File: src/idr_regs.svh
// Register offsets, reset values and field positions of the divider bank
`ifndef IDR_REGS_SVH
`define IDR_REGS_SVH

`define IDR_IN1_DIV_HIGH     8'h2B
`define IDR_IN1_DIV_MID      8'h2C
`define IDR_IN1_DIV_LOW      8'h2D
`define IDR_IN2_DIV_HIGH     8'h2E
`define IDR_IN2_DIV_MID      8'h2F
`define IDR_IN2_DIV_LOW      8'h30
`define IDR_IN3_DIV_HIGH     8'h31
`define IDR_IN3_DIV_MID      8'h32
`define IDR_IN3_DIV_LOW      8'h33
`define IDR_IN4_DIV_HIGH     8'h34
`define IDR_IN4_DIV_MID      8'h35
`define IDR_IN4_DIV_LOW      8'h36
`define IDR_RATE_IN1_IN2     8'h37
`define IDR_RATE_IN3_IN4     8'h38
`define IDR_DIV_BYTES        8'h03

`define IDR_DIV_HIGH_RST     3'h0
`define IDR_DIV_MID_RST      8'h00
`define IDR_DIV_LOW_RST      8'h09
`define IDR_DIV_RST          19'h00009
`define IDR_RATIO_RST        20'h0000A
`define IDR_RATE_RST         3'h0

`define IDR_RATE_LO_LSB      0
`define IDR_RATE_HI_LSB      3
`define IDR_RATE_RESERVED    3'h6

`endif

File: src/idr_pkg.sv
// Types shared by the divider bank and the offset monitor
`default_nettype none
package idr_pkg;
	typedef logic [18:0] idr_div_type;
	typedef logic [19:0] idr_ratio_type;
	typedef logic [2:0]  idr_rate_type;
endpackage
`default_nettype wire

File: src/idr_fos_monitor.sv
// Frequency offset alarm for one clock input against its rate code
`default_nettype none
`include "idr_regs.svh"
module idr_fos_monitor #(
	parameter int FREQ_W = 10
)(
	input  wire logic                  clock_i,
	input  wire logic                  arst_n_i,
	input  wire idr_pkg::idr_rate_type rate_code_i,
	input  wire logic [FREQ_W-1:0]     freq_mhz_i,
	output logic                       frequency_offset_alarm_o
);

	////////////////////////////////////////////////////////////////////
	// Range lookup, MHz
	function automatic logic out_of_range(
		input idr_pkg::idr_rate_type code,
		input logic [FREQ_W-1:0]     f
	);
		logic [10:0] lo;
		logic [10:0] hi;
		lo = 11'h000;
		hi = 11'h7FF;
		case (code)
			3'h0:    lo = 11'h00A;
			3'h1:    lo = 11'h019;
			3'h2:    lo = 11'h032;
			3'h3:    lo = 11'h05F;
			3'h4:    lo = 11'h0BE;
			3'h5:    lo = 11'h177;
			default: lo = 11'h000;
		endcase
		case (code)
			3'h0:    hi = 11'h01B;
			3'h1:    hi = 11'h036;
			3'h2:    hi = 11'h069;
			3'h3:    hi = 11'h0D7;
			3'h4:    hi = 11'h1B3;
			3'h5:    hi = 11'h2C6;
			default: hi = 11'h7FF;
		endcase
		out_of_range = (11'(f) < lo) || (11'(f) > hi);
	endfunction

	////////////////////////////////////////////////////////////////////
	// Alarm flop
	wire logic next_alarm;
	assign next_alarm = out_of_range(rate_code_i, freq_mhz_i);

	always_ff @(posedge clock_i or negedge arst_n_i)
	begin
		if (!arst_n_i)
			frequency_offset_alarm_o <= 1'b0;
		else
			frequency_offset_alarm_o <= next_alarm;
	end

endmodule // idr_fos_monitor
`default_nettype wire

File: src/idr_regs_bank.sv
// Input divider and rate range register bank with offset alarms
//
// Notes on behaviour
// - Second input holds 19-bit ratio, three bytes
// - Third input holds 19-bit ratio, high first
// - Fourth input ratio equals stored value plus one
// - Reset: low bytes 0x09, others zero
// - Three-bit rate codes, two per register
// - First input holds 19-bit ratio, three bytes
// - Alarm when input leaves selected rate range
`default_nettype none
`include "idr_regs.svh"
module idr_regs_bank #(
	parameter int FREQ_W = 10
)(
	input  wire logic                          clock_i,
	input  wire logic                          arst_n_i,
	input  wire logic [7:0]                    reg_addr_i,
	input  wire logic [7:0]                    reg_wdata_i,
	input  wire logic                          reg_wr_i,
	input  wire logic                          reg_rd_i,
	input  wire logic [3:0][FREQ_W-1:0]        freq_mhz_i,
	output logic      [7:0]                    reg_rdata_o,
	output idr_pkg::idr_div_type   [3:0]       divider_value_o,
	output idr_pkg::idr_ratio_type [3:0]       divide_ratio_o,
	output idr_pkg::idr_rate_type  [3:0]       rate_code_o,
	output logic      [3:0]                    frequency_offset_alarm_o
);

	////////////////////////////////////////////////////////////////////
	// Address decode
	wire logic [7:0] div_idx;
	wire logic       div_hit;
	wire logic [1:0] div_sel;
	wire logic [1:0] byte_sel;
	wire logic       rate_lo_hit;
	wire logic       rate_hi_hit;

	assign div_idx     = reg_addr_i - `IDR_IN1_DIV_HIGH;
	assign div_hit     = (reg_addr_i >= `IDR_IN1_DIV_HIGH)
		&& (reg_addr_i <= `IDR_IN4_DIV_LOW);
	assign div_sel     = 2'(div_idx / `IDR_DIV_BYTES);
	assign byte_sel    = 2'(div_idx % `IDR_DIV_BYTES);
	assign rate_lo_hit = reg_addr_i == `IDR_RATE_IN1_IN2;
	assign rate_hi_hit = reg_addr_i == `IDR_RATE_IN3_IN4;

	////////////////////////////////////////////////////////////////////
	// Byte access helpers, byte 0 high, 1 mid, 2 low
	function automatic idr_pkg::idr_div_type merge_byte(
		input idr_pkg::idr_div_type d,
		input logic [1:0]           b,
		input logic [7:0]           w
	);
		merge_byte = d;
		case (b)
			2'h0:    merge_byte[18:16] = w[2:0];
			2'h1:    merge_byte[15:8]  = w;
			default: merge_byte[7:0]   = w;
		endcase
	endfunction

	function automatic logic [7:0] read_byte(
		input idr_pkg::idr_div_type d,
		input logic [1:0]           b
	);
		case (b)
			2'h0:    read_byte = {5'h00, d[18:16]};
			2'h1:    read_byte = d[15:8];
			default: read_byte = d[7:0];
		endcase
	endfunction

	////////////////////////////////////////////////////////////////////
	// Next values
	wire idr_pkg::idr_div_type  [3:0] next_div;
	wire idr_pkg::idr_rate_type [3:0] next_rate;
	wire logic [7:0] next_rdata;

	genvar gi;
	generate
		for (gi = 0; gi < 4; gi++)
		begin : g_next
			assign next_div[gi] = (reg_wr_i && div_hit
				&& div_sel == 2'(gi))
				? merge_byte(divider_value_o[gi], byte_sel, reg_wdata_i)
				: divider_value_o[gi];
		end
	endgenerate

	assign next_rate[0] = (reg_wr_i && rate_lo_hit)
		? reg_wdata_i[`IDR_RATE_LO_LSB +: 3] : rate_code_o[0];
	assign next_rate[1] = (reg_wr_i && rate_lo_hit)
		? reg_wdata_i[`IDR_RATE_HI_LSB +: 3] : rate_code_o[1];
	assign next_rate[2] = (reg_wr_i && rate_hi_hit)
		? reg_wdata_i[`IDR_RATE_LO_LSB +: 3] : rate_code_o[2];
	assign next_rate[3] = (reg_wr_i && rate_hi_hit)
		? reg_wdata_i[`IDR_RATE_HI_LSB +: 3] : rate_code_o[3];

	assign next_rdata = !reg_rd_i ? reg_rdata_o
		: div_hit ? read_byte(divider_value_o[div_sel], byte_sel)
		: rate_lo_hit ? {2'h0, rate_code_o[1], rate_code_o[0]}
		: rate_hi_hit ? {2'h0, rate_code_o[3], rate_code_o[2]}
		: 8'h00;

	////////////////////////////////////////////////////////////////////
	// Storage
	always_ff @(posedge clock_i or negedge arst_n_i)
	begin
		if (!arst_n_i)
		begin
			for (int i = 0; i < 4; i++)
			begin
				divider_value_o[i] <= `IDR_DIV_RST;
				divide_ratio_o[i]  <= `IDR_RATIO_RST;
				rate_code_o[i]     <= `IDR_RATE_RST;
			end
			reg_rdata_o <= 8'h00;
		end
		else
		begin
			for (int i = 0; i < 4; i++)
			begin
				divider_value_o[i] <= next_div[i];
				divide_ratio_o[i]  <= {1'b0, next_div[i]} + 20'h00001;
				rate_code_o[i]     <= next_rate[i];
			end
			reg_rdata_o <= next_rdata;
		end
	end

	////////////////////////////////////////////////////////////////////
	// Offset monitors
	generate
		for (gi = 0; gi < 4; gi++)
		begin : g_fos
			idr_fos_monitor #(
				.FREQ_W (FREQ_W)
			) u_fos (
				.clock_i                  (clock_i),
				.arst_n_i                 (arst_n_i),
				.rate_code_i              (rate_code_o[gi]),
				.freq_mhz_i               (freq_mhz_i[gi]),
				.frequency_offset_alarm_o (frequency_offset_alarm_o[gi])
			);
		end
	endgenerate

	////////////////////////////////////////////////////////////////////
	// Assertions
	logic seen_clock;
	always_ff @(posedge clock_i or negedge arst_n_i)
	begin
		if (!arst_n_i)
			seen_clock <= 1'b0;
		else
			seen_clock <= 1'b1;
	end
endmodule // idr_regs_bank
`default_nettype wire

File: config.mk
export PLATFORM = sky130hd
export DESIGN_NAME = idr_regs_bank
export DESIGN_NICKNAME = d
export VERILOG_FILES = /design/src/idr_pkg.sv /design/src/idr_fos_monitor.sv /design/src/idr_regs_bank.sv
export VERILOG_INCLUDE_DIRS = /design/src
export SDC_FILE = /design/constraint.sdc
export NUM_CORES = 1
export LEC_CHECK = 0
export BUFFER_PORTS_ARGS = -buffer_cell sky130_fd_sc_hd__buf_2
export CAP_MARGIN = 15
export CORE_ASPECT_RATIO = 0.8
export CORE_MARGIN = 8
export CORE_UTILIZATION = 55
export CTS_CLUSTER_DIAMETER = 30
export DETAILED_ROUTE_END_ITERATION = 6
export PLACE_DENSITY = 0.79
export RECOVER_POWER = 50
export SETUP_SLACK_MARGIN = 0.4
export SYNTH_ARGS = -nofsm -noshare
export SYNTH_HDL_FRONTEND = slang
export SYNTH_SLANG_ARGS = --single-unit
File: constraint.sdc
create_clock -name clock_i -period 4.05 [get_ports clock_i]
set_input_delay 0.81 -clock clock_i [delete_from_list [all_inputs] [get_ports clock_i]]
set_output_delay 0.81 -clock clock_i [all_outputs]
set_load 0.03 [all_outputs]
* After elaboration in Yosys (flattened, before gate mapping)
Index checks and enable logic that the tools add are counted.
Word-level totals: register bits 180, bits of input ports 60, output and inout port bits 180, word-level logic and storage cells 110
Cells by class: add/sub/neg operators 5, div/mod/pow operators 2, $lt $le $gt $ge 11, equal/unequal tests 26, muxes and demuxes 30, reductions and logical operators 19
Operators with widths (number):
- 11-bit one-hot mux with 6 select lines | 4
- 9-bit one-hot mux with 6 select lines | 4
- 19-bit two-way mux | 5
- 19-bit by 1-bit adder with 20-bit output, second input constant | 4
- 8-bit two-way mux | 9
- 10-bit by 11-bit > comparator with 1-bit output | 4
- 10-bit by 9-bit less-than comparator with 1-bit output | 4
- 19-bit binary-select mux with 2-bit select | 1
- 3-bit by 2-bit == test with 1-bit output, second input constant | 8
- 3-bit == test, second input constant | 8
- 8-bit by 6-bit == test with 1-bit output, second input constant | 2
- 8-bit one-hot mux with 2 select lines | 1
- 3-bit by 1-bit == test with 1-bit output, second input constant | 4
- 3-bit logical NOT | 4
- 3-bit two-way mux | 4
- 6-bit two-way mux | 2
- 8-bit by 2-bit divider with 8-bit output, second input constant | 1
- 8-bit by 6-bit greater-or-equal comparator with 1-bit output, second input constant | 1
- 8-bit by 6-bit less-or-equal comparator with 1-bit output, second input constant | 1
- 1-bit logical AND | 8
- 8-bit by 2-bit remainder unit with 8-bit output, second input constant | 1
- 8-bit by 6-bit subtractor with 8-bit output, second input constant | 1
- 2-bit by 1-bit == test with 1-bit output, second input constant | 2
- 2-bit == test, second input constant | 2
- 4 further kinds | 8

* Longest topological paths before layout
depth after elaboration 7, gate-level depth with buffers 30, gate-level depth less buffers 26

* Cells and area by module
A second synthesis with hierarchy kept.
Second synthesis, totals: cells, all modules 1233, area, all modules 11873.9 um2
By module, submodules not included:
- idr_regs_bank | times used 1, cells each 919, area each 9476.6 um2, sequential area each 4424.2 um2
- idr_fos_monitor (g_fos[0].u_fos ...) | times used 2, cells each 78, area each 608.1 um2, sequential area each 25.0 um2
- idr_fos_monitor (g_fos[2].u_fos) | times used 1, cells each 79, area each 594.3 um2, sequential area each 25.0 um2
- idr_fos_monitor (g_fos[3].u_fos) | times used 1, cells each 79, area each 586.8 um2, sequential area each 25.0 um2

* Least setup slack after synthesis
Ideal clock, no wire load.
path type input to register, from in reg_addr_i[0], to reg divide_ratio_o[16] (netlist name), library setup time 124 ps, arrival 6541 ps, data required time 3926 ps, path slack -2615 ps, cell stages on the path 28, buffers on the path 4, cell sequence ha_1 -> buf_6 -> or3_1 -> o21ai_0 -> a221oi_1 -> or3_4 -> and3_4 -> nor3_1 -> inv_1 -> ha_1 -> inv_1 -> o21ai_0 -> nor3_1 -> nor2_1 -> ha_1 -> or4_4 -> buf_6 -> nor3_1 -> nand2_1 -> clkbuf_1 -> clkbuf_1 -> mux2_2 -> ha_1 -> nand3_1 -> nor3_1 -> o2bb2a_1 -> o211ai_1 -> xnor2_1
RTL lines:
- start: declaration | RTL line idr_regs_bank.sv:18 | input wire logic [7:0] reg_addr_i,
- end signal: indexed assignment | RTL line idr_regs_bank.sv:114 | divide_ratio_o[i] <= `IDR_RATIO_RST;
- end signal: indexed assignment | RTL line idr_regs_bank.sv:124 | divide_ratio_o[i] <= {1'b0, next_div[i]} + 20'h00001;
- end: declaration | RTL line idr_regs_bank.sv:25 | output idr_pkg::idr_ratio_type [3:0] divide_ratio_o,

==> metrics.yaml <==
start_kind: "primary input"
drive_gt1_share_pct: 48.4
syn_to_final_growth_pct: 51.3
yosysUniqueCellTypes: 79
synth_largest_area_cell: "dfrtp_1"
required_ps: 4420
dp.cells: 2049
globalplace.congestion: 0.957
fp.dieW_um: 185
cts_buffer_depth: 2
grt_pass1_wl_um: 75400
status: "finished, violations left"
multi_input_comb_area_um2: 9380
fmax_mhz: 168
place_hpwl_um: 34100
power.density_nw_per_um2: 365
layout.nets: 2009
drc: 0
critPathCaptureType: "flip-flop"
clk_pin_slew_ps: 80
slowest_delay_ps: 540
critical_path_class: "in2reg"
yosys_warnings: 0
die_y_um: 152
slowest_stage: "nor4_4"
start_util_pct: 56.1
hp-class: "reg2reg"
reg2reg_to: "g_fos[0].u_fos.frequency_offset_alarm_o"
synth_top_cells_by_area: "dfrtp_1 33%, ha_1 9.7%, mux2_2 5.9%, mux2i_1 4.3%, xnor2_1 4.0%"
clkPwrFrac_pct: 26.1
period_minus_slack_ps: 5940
worst_ep_arrival_time_ps: 6310
synth_commonest_cells: "164 x dfrtp_1, 130 x nand2_1, 98 x ha_1, 90 x nor2_1, 69 x a21oi_1"
clkSinkCount: 180
stdcell_count: 2171
setup_ws_ps: -1890
synth_ff_type: "dfrtp_1"
final_max_slew_viol_count: 154
htree_levels: 4
internal_power_uw: 4030
rsz0062_at_grt: "true"
irDropWorstVdd_v: 0.000403
power_switching_uw: 2940
tritoncts: "yes"
finalCritPeriodShare_pct: 147
cp_top_family: "compound AO/OA/AOI/OAI gates"
ioPinCount: 240
syn-cell-area_um2: 12600
viasPerCell: 6.96
reg2reg_depth: 17
post-place-ws_ps: -1660
violations: "capacitance limit, slew limit, setup timing"
clkLatencyLatePin_ps: 470
p_leak_uw: 0.00927
ff2ff_setup_slack_ps: 500
synth_edf_count: 0
swShare_pct: 42.2
holdPathStages: 1
synth.most_common_cell: "dfrtp_1"
grt_pass1_vias: 13600
async_reset_ff_share_pct: 100
num_rows: 49
synth_top_area_share_pct: 32.5
synth_seq_area_share_pct: 35.8
vias: 15100
setup_tns_ps: -191590
critPathBufInv: 6
dr.pass1.iters: 7
grt_max_degree: 85
grt.overflow.total: 0
power_uw: 6970
grt_use_total_pct: 34.4
tightestPinTransition_ps: 2230
cts_root_buf: "clkbuf_16"
cts_hold_buf: 0
holdWs_ps: 536
antenna_found_initial: 4
syn_nets: 1521
relSlewSlack_pct: -48.9
drt_iter0_markers: 2229
sequentialPowerShare_pct: 31.6
hold_start: "reg_rdata_o[2]"
ant_nets: 0
finalSetupViolCount: 164
syn_avg_cell_area_um2: 9.26
drv_cap: 3
r2r_start: "rate_code_o[2]"
portBuffers: 239
fin_worst_skew_ps: 13.5
ys_ff_latch: 180
nFillCells: 1100
wl_per_cell_um: 28.9
syn_inst: 1363
routed_wl_um: 62800
cp_max_fo: 7
combinationalPowerShare_pct: 42.2
seqCellArea_um2: 4530
cpMostUsedCell: "buf_4"
cts_buffers: 17
fp.dieArea_um2: 28100
finalHoldViolations: 0
holdPathEnd: "reg_rdata_o[2]"
coreArea_um2: 22500
stage by stage:
stage	util (%)	area (um2)
floorplan	-	13200
global placement	71.0	16000
detailed placement	71.0	16000
CTS	79.4	17900
global route	84.9	19100
finish	84.9	19100
worst register-to-register path: cells and delay by family (launching register included):
| kind | cells | cell delay (ps) |
|---|---|---|
| AND/OR/NAND/NOR | 6 | 760 |
| AO/OA/AOI/OAI | 9 | 1510 |
| flip-flops | 1 | 580 |
| adder cells (fa/ha/maj) | 2 | 590 |
registers in the layout, indices dropped and copies added, names as in the netlist:
register / cells
divide_ratio_o: 80
divider_value_o: 76
g_fos.u_fos.frequency_offset_alarm_o: 4
rate_code_o: 12
reg_rdata_o: 8
power groups by stage:
stage               combinational (uW)  clock (uW)  sequential (uW)
floorplan                          996           0             2430
global placement                  2080           0             2170
detailed placement                2120           0             2170
CTS                               2390        1740             2150
global route                      3030        1880             2210
finish                            2940        1820             2210
worst max path at each step:
stage                  startpoint            endpoint  slack, ps  cells past startpoint
global placement    reg_addr_i[0]  divide_ratio_o[39]      -1530                     22
floorplan           reg_addr_i[0]  divide_ratio_o[58]      -1670                     27
finish              reg_addr_i[1]  divide_ratio_o[58]      -1890                     27
detailed placement  reg_addr_i[1]  divide_ratio_o[58]      -1660                     27
global route        reg_addr_i[1]      reg_rdata_o[4]      -1930                     24
CTS                 reg_addr_i[1]  divide_ratio_o[35]       -970                     22
cells in the final DEF, fill, tap and decap left out, types with 9 or more instances in the layout:
| cell type | Yosys | final |
|---|---|---|
| a21o_1 | 12 | 12 |
| a21oi_1 | 69 | 55 |
| and3_1 | 16 | 12 |
| buf_12 | 0 | 15 |
| buf_2 | 10 | 227 |
| buf_4 | 6 | 216 |
| buf_6 | 5 | 68 |
| clkbuf_1 | 52 | 9 |
| clkbuf_16 | 0 | 17 |
| dfrtp_1 | 164 | 161 |
| dfstp_2 | 16 | 16 |
| ha_1 | 98 | 89 |
| inv_1 | 51 | 42 |
| inv_2 | 1 | 9 |
| mux2_2 | 66 | 25 |
| mux2_4 | 0 | 41 |
| mux2i_1 | 54 | 28 |
| mux2i_2 | 0 | 9 |
| mux2i_4 | 0 | 17 |
| nand2_1 | 130 | 94 |
| nand2_2 | 0 | 18 |
| nand2_4 | 0 | 16 |
| nand2b_1 | 26 | 25 |
| nand3_1 | 59 | 41 |
| nand3_2 | 0 | 12 |
| nand4_1 | 32 | 32 |
| nor2_1 | 90 | 72 |
| nor2_4 | 0 | 11 |
| nor2b_1 | 38 | 37 |
| nor3_1 | 34 | 23 |
| o211ai_1 | 12 | 12 |
| o21a_1 | 18 | 16 |
| o21ai_0 | 57 | 36 |
| o21ai_2 | 1 | 11 |
| xnor2_1 | 58 | 42 |
| xnor2_2 | 0 | 16 |
| xor2_1 | 14 | 12 |
metal layers:
metal,routed length [um],GRT usage [%],part of all wire (%),vias up
li1,-,-,-,5917
met1,20500,43.4,33,7031
met2,26800,53.8,43,1564
met3,9630,8.75,15,600
met4,5840,18.8,9.3,8
met5,149,1.45,0.24,-
area by class of cell:
cell class / instances / area share [%]
Timing Repair Buffer: 543 / 20.9
Clock inverter: 15 / 1.05
Clock buffer: 17 / 2.23
Sequential cell: 180 / 23.7
Inverter: 52 / 1.04
Multi-Input combinational cell: 1057 / 49.1
Antenna cell: 1 / 0.0131
Tap cell: 306 / 2.00
logic make-up (layout without fill, tap and decap cells):
kind of cell / Yosys count / in the layout / synth area share, %
xor gates and xnor gates: 72 / 72 / 5.00
other: 0 / 1 / 0
AOI/OAI and AO/OA: 285 / 285 / 15.4
and+or+nand+nor: 481 / 482 / 19.6
buffers and inverters: 127 / 627 / 4.35
muxes: 120 / 120 / 10.2
adders and majority gates: 98 / 98 / 9.71
DFF: 180 / 180 / 35.8
timing repair:
item                       4_1_cts  5_1_grt
gates resized for setup        207      187
setup buffers                   36       49
setup endpoints to repair      164      167
hold endpoints to repair         0        0
cloned                           4        0
pin swaps                       89       69
Note: power is estimated with default switching activity, not from simulation.
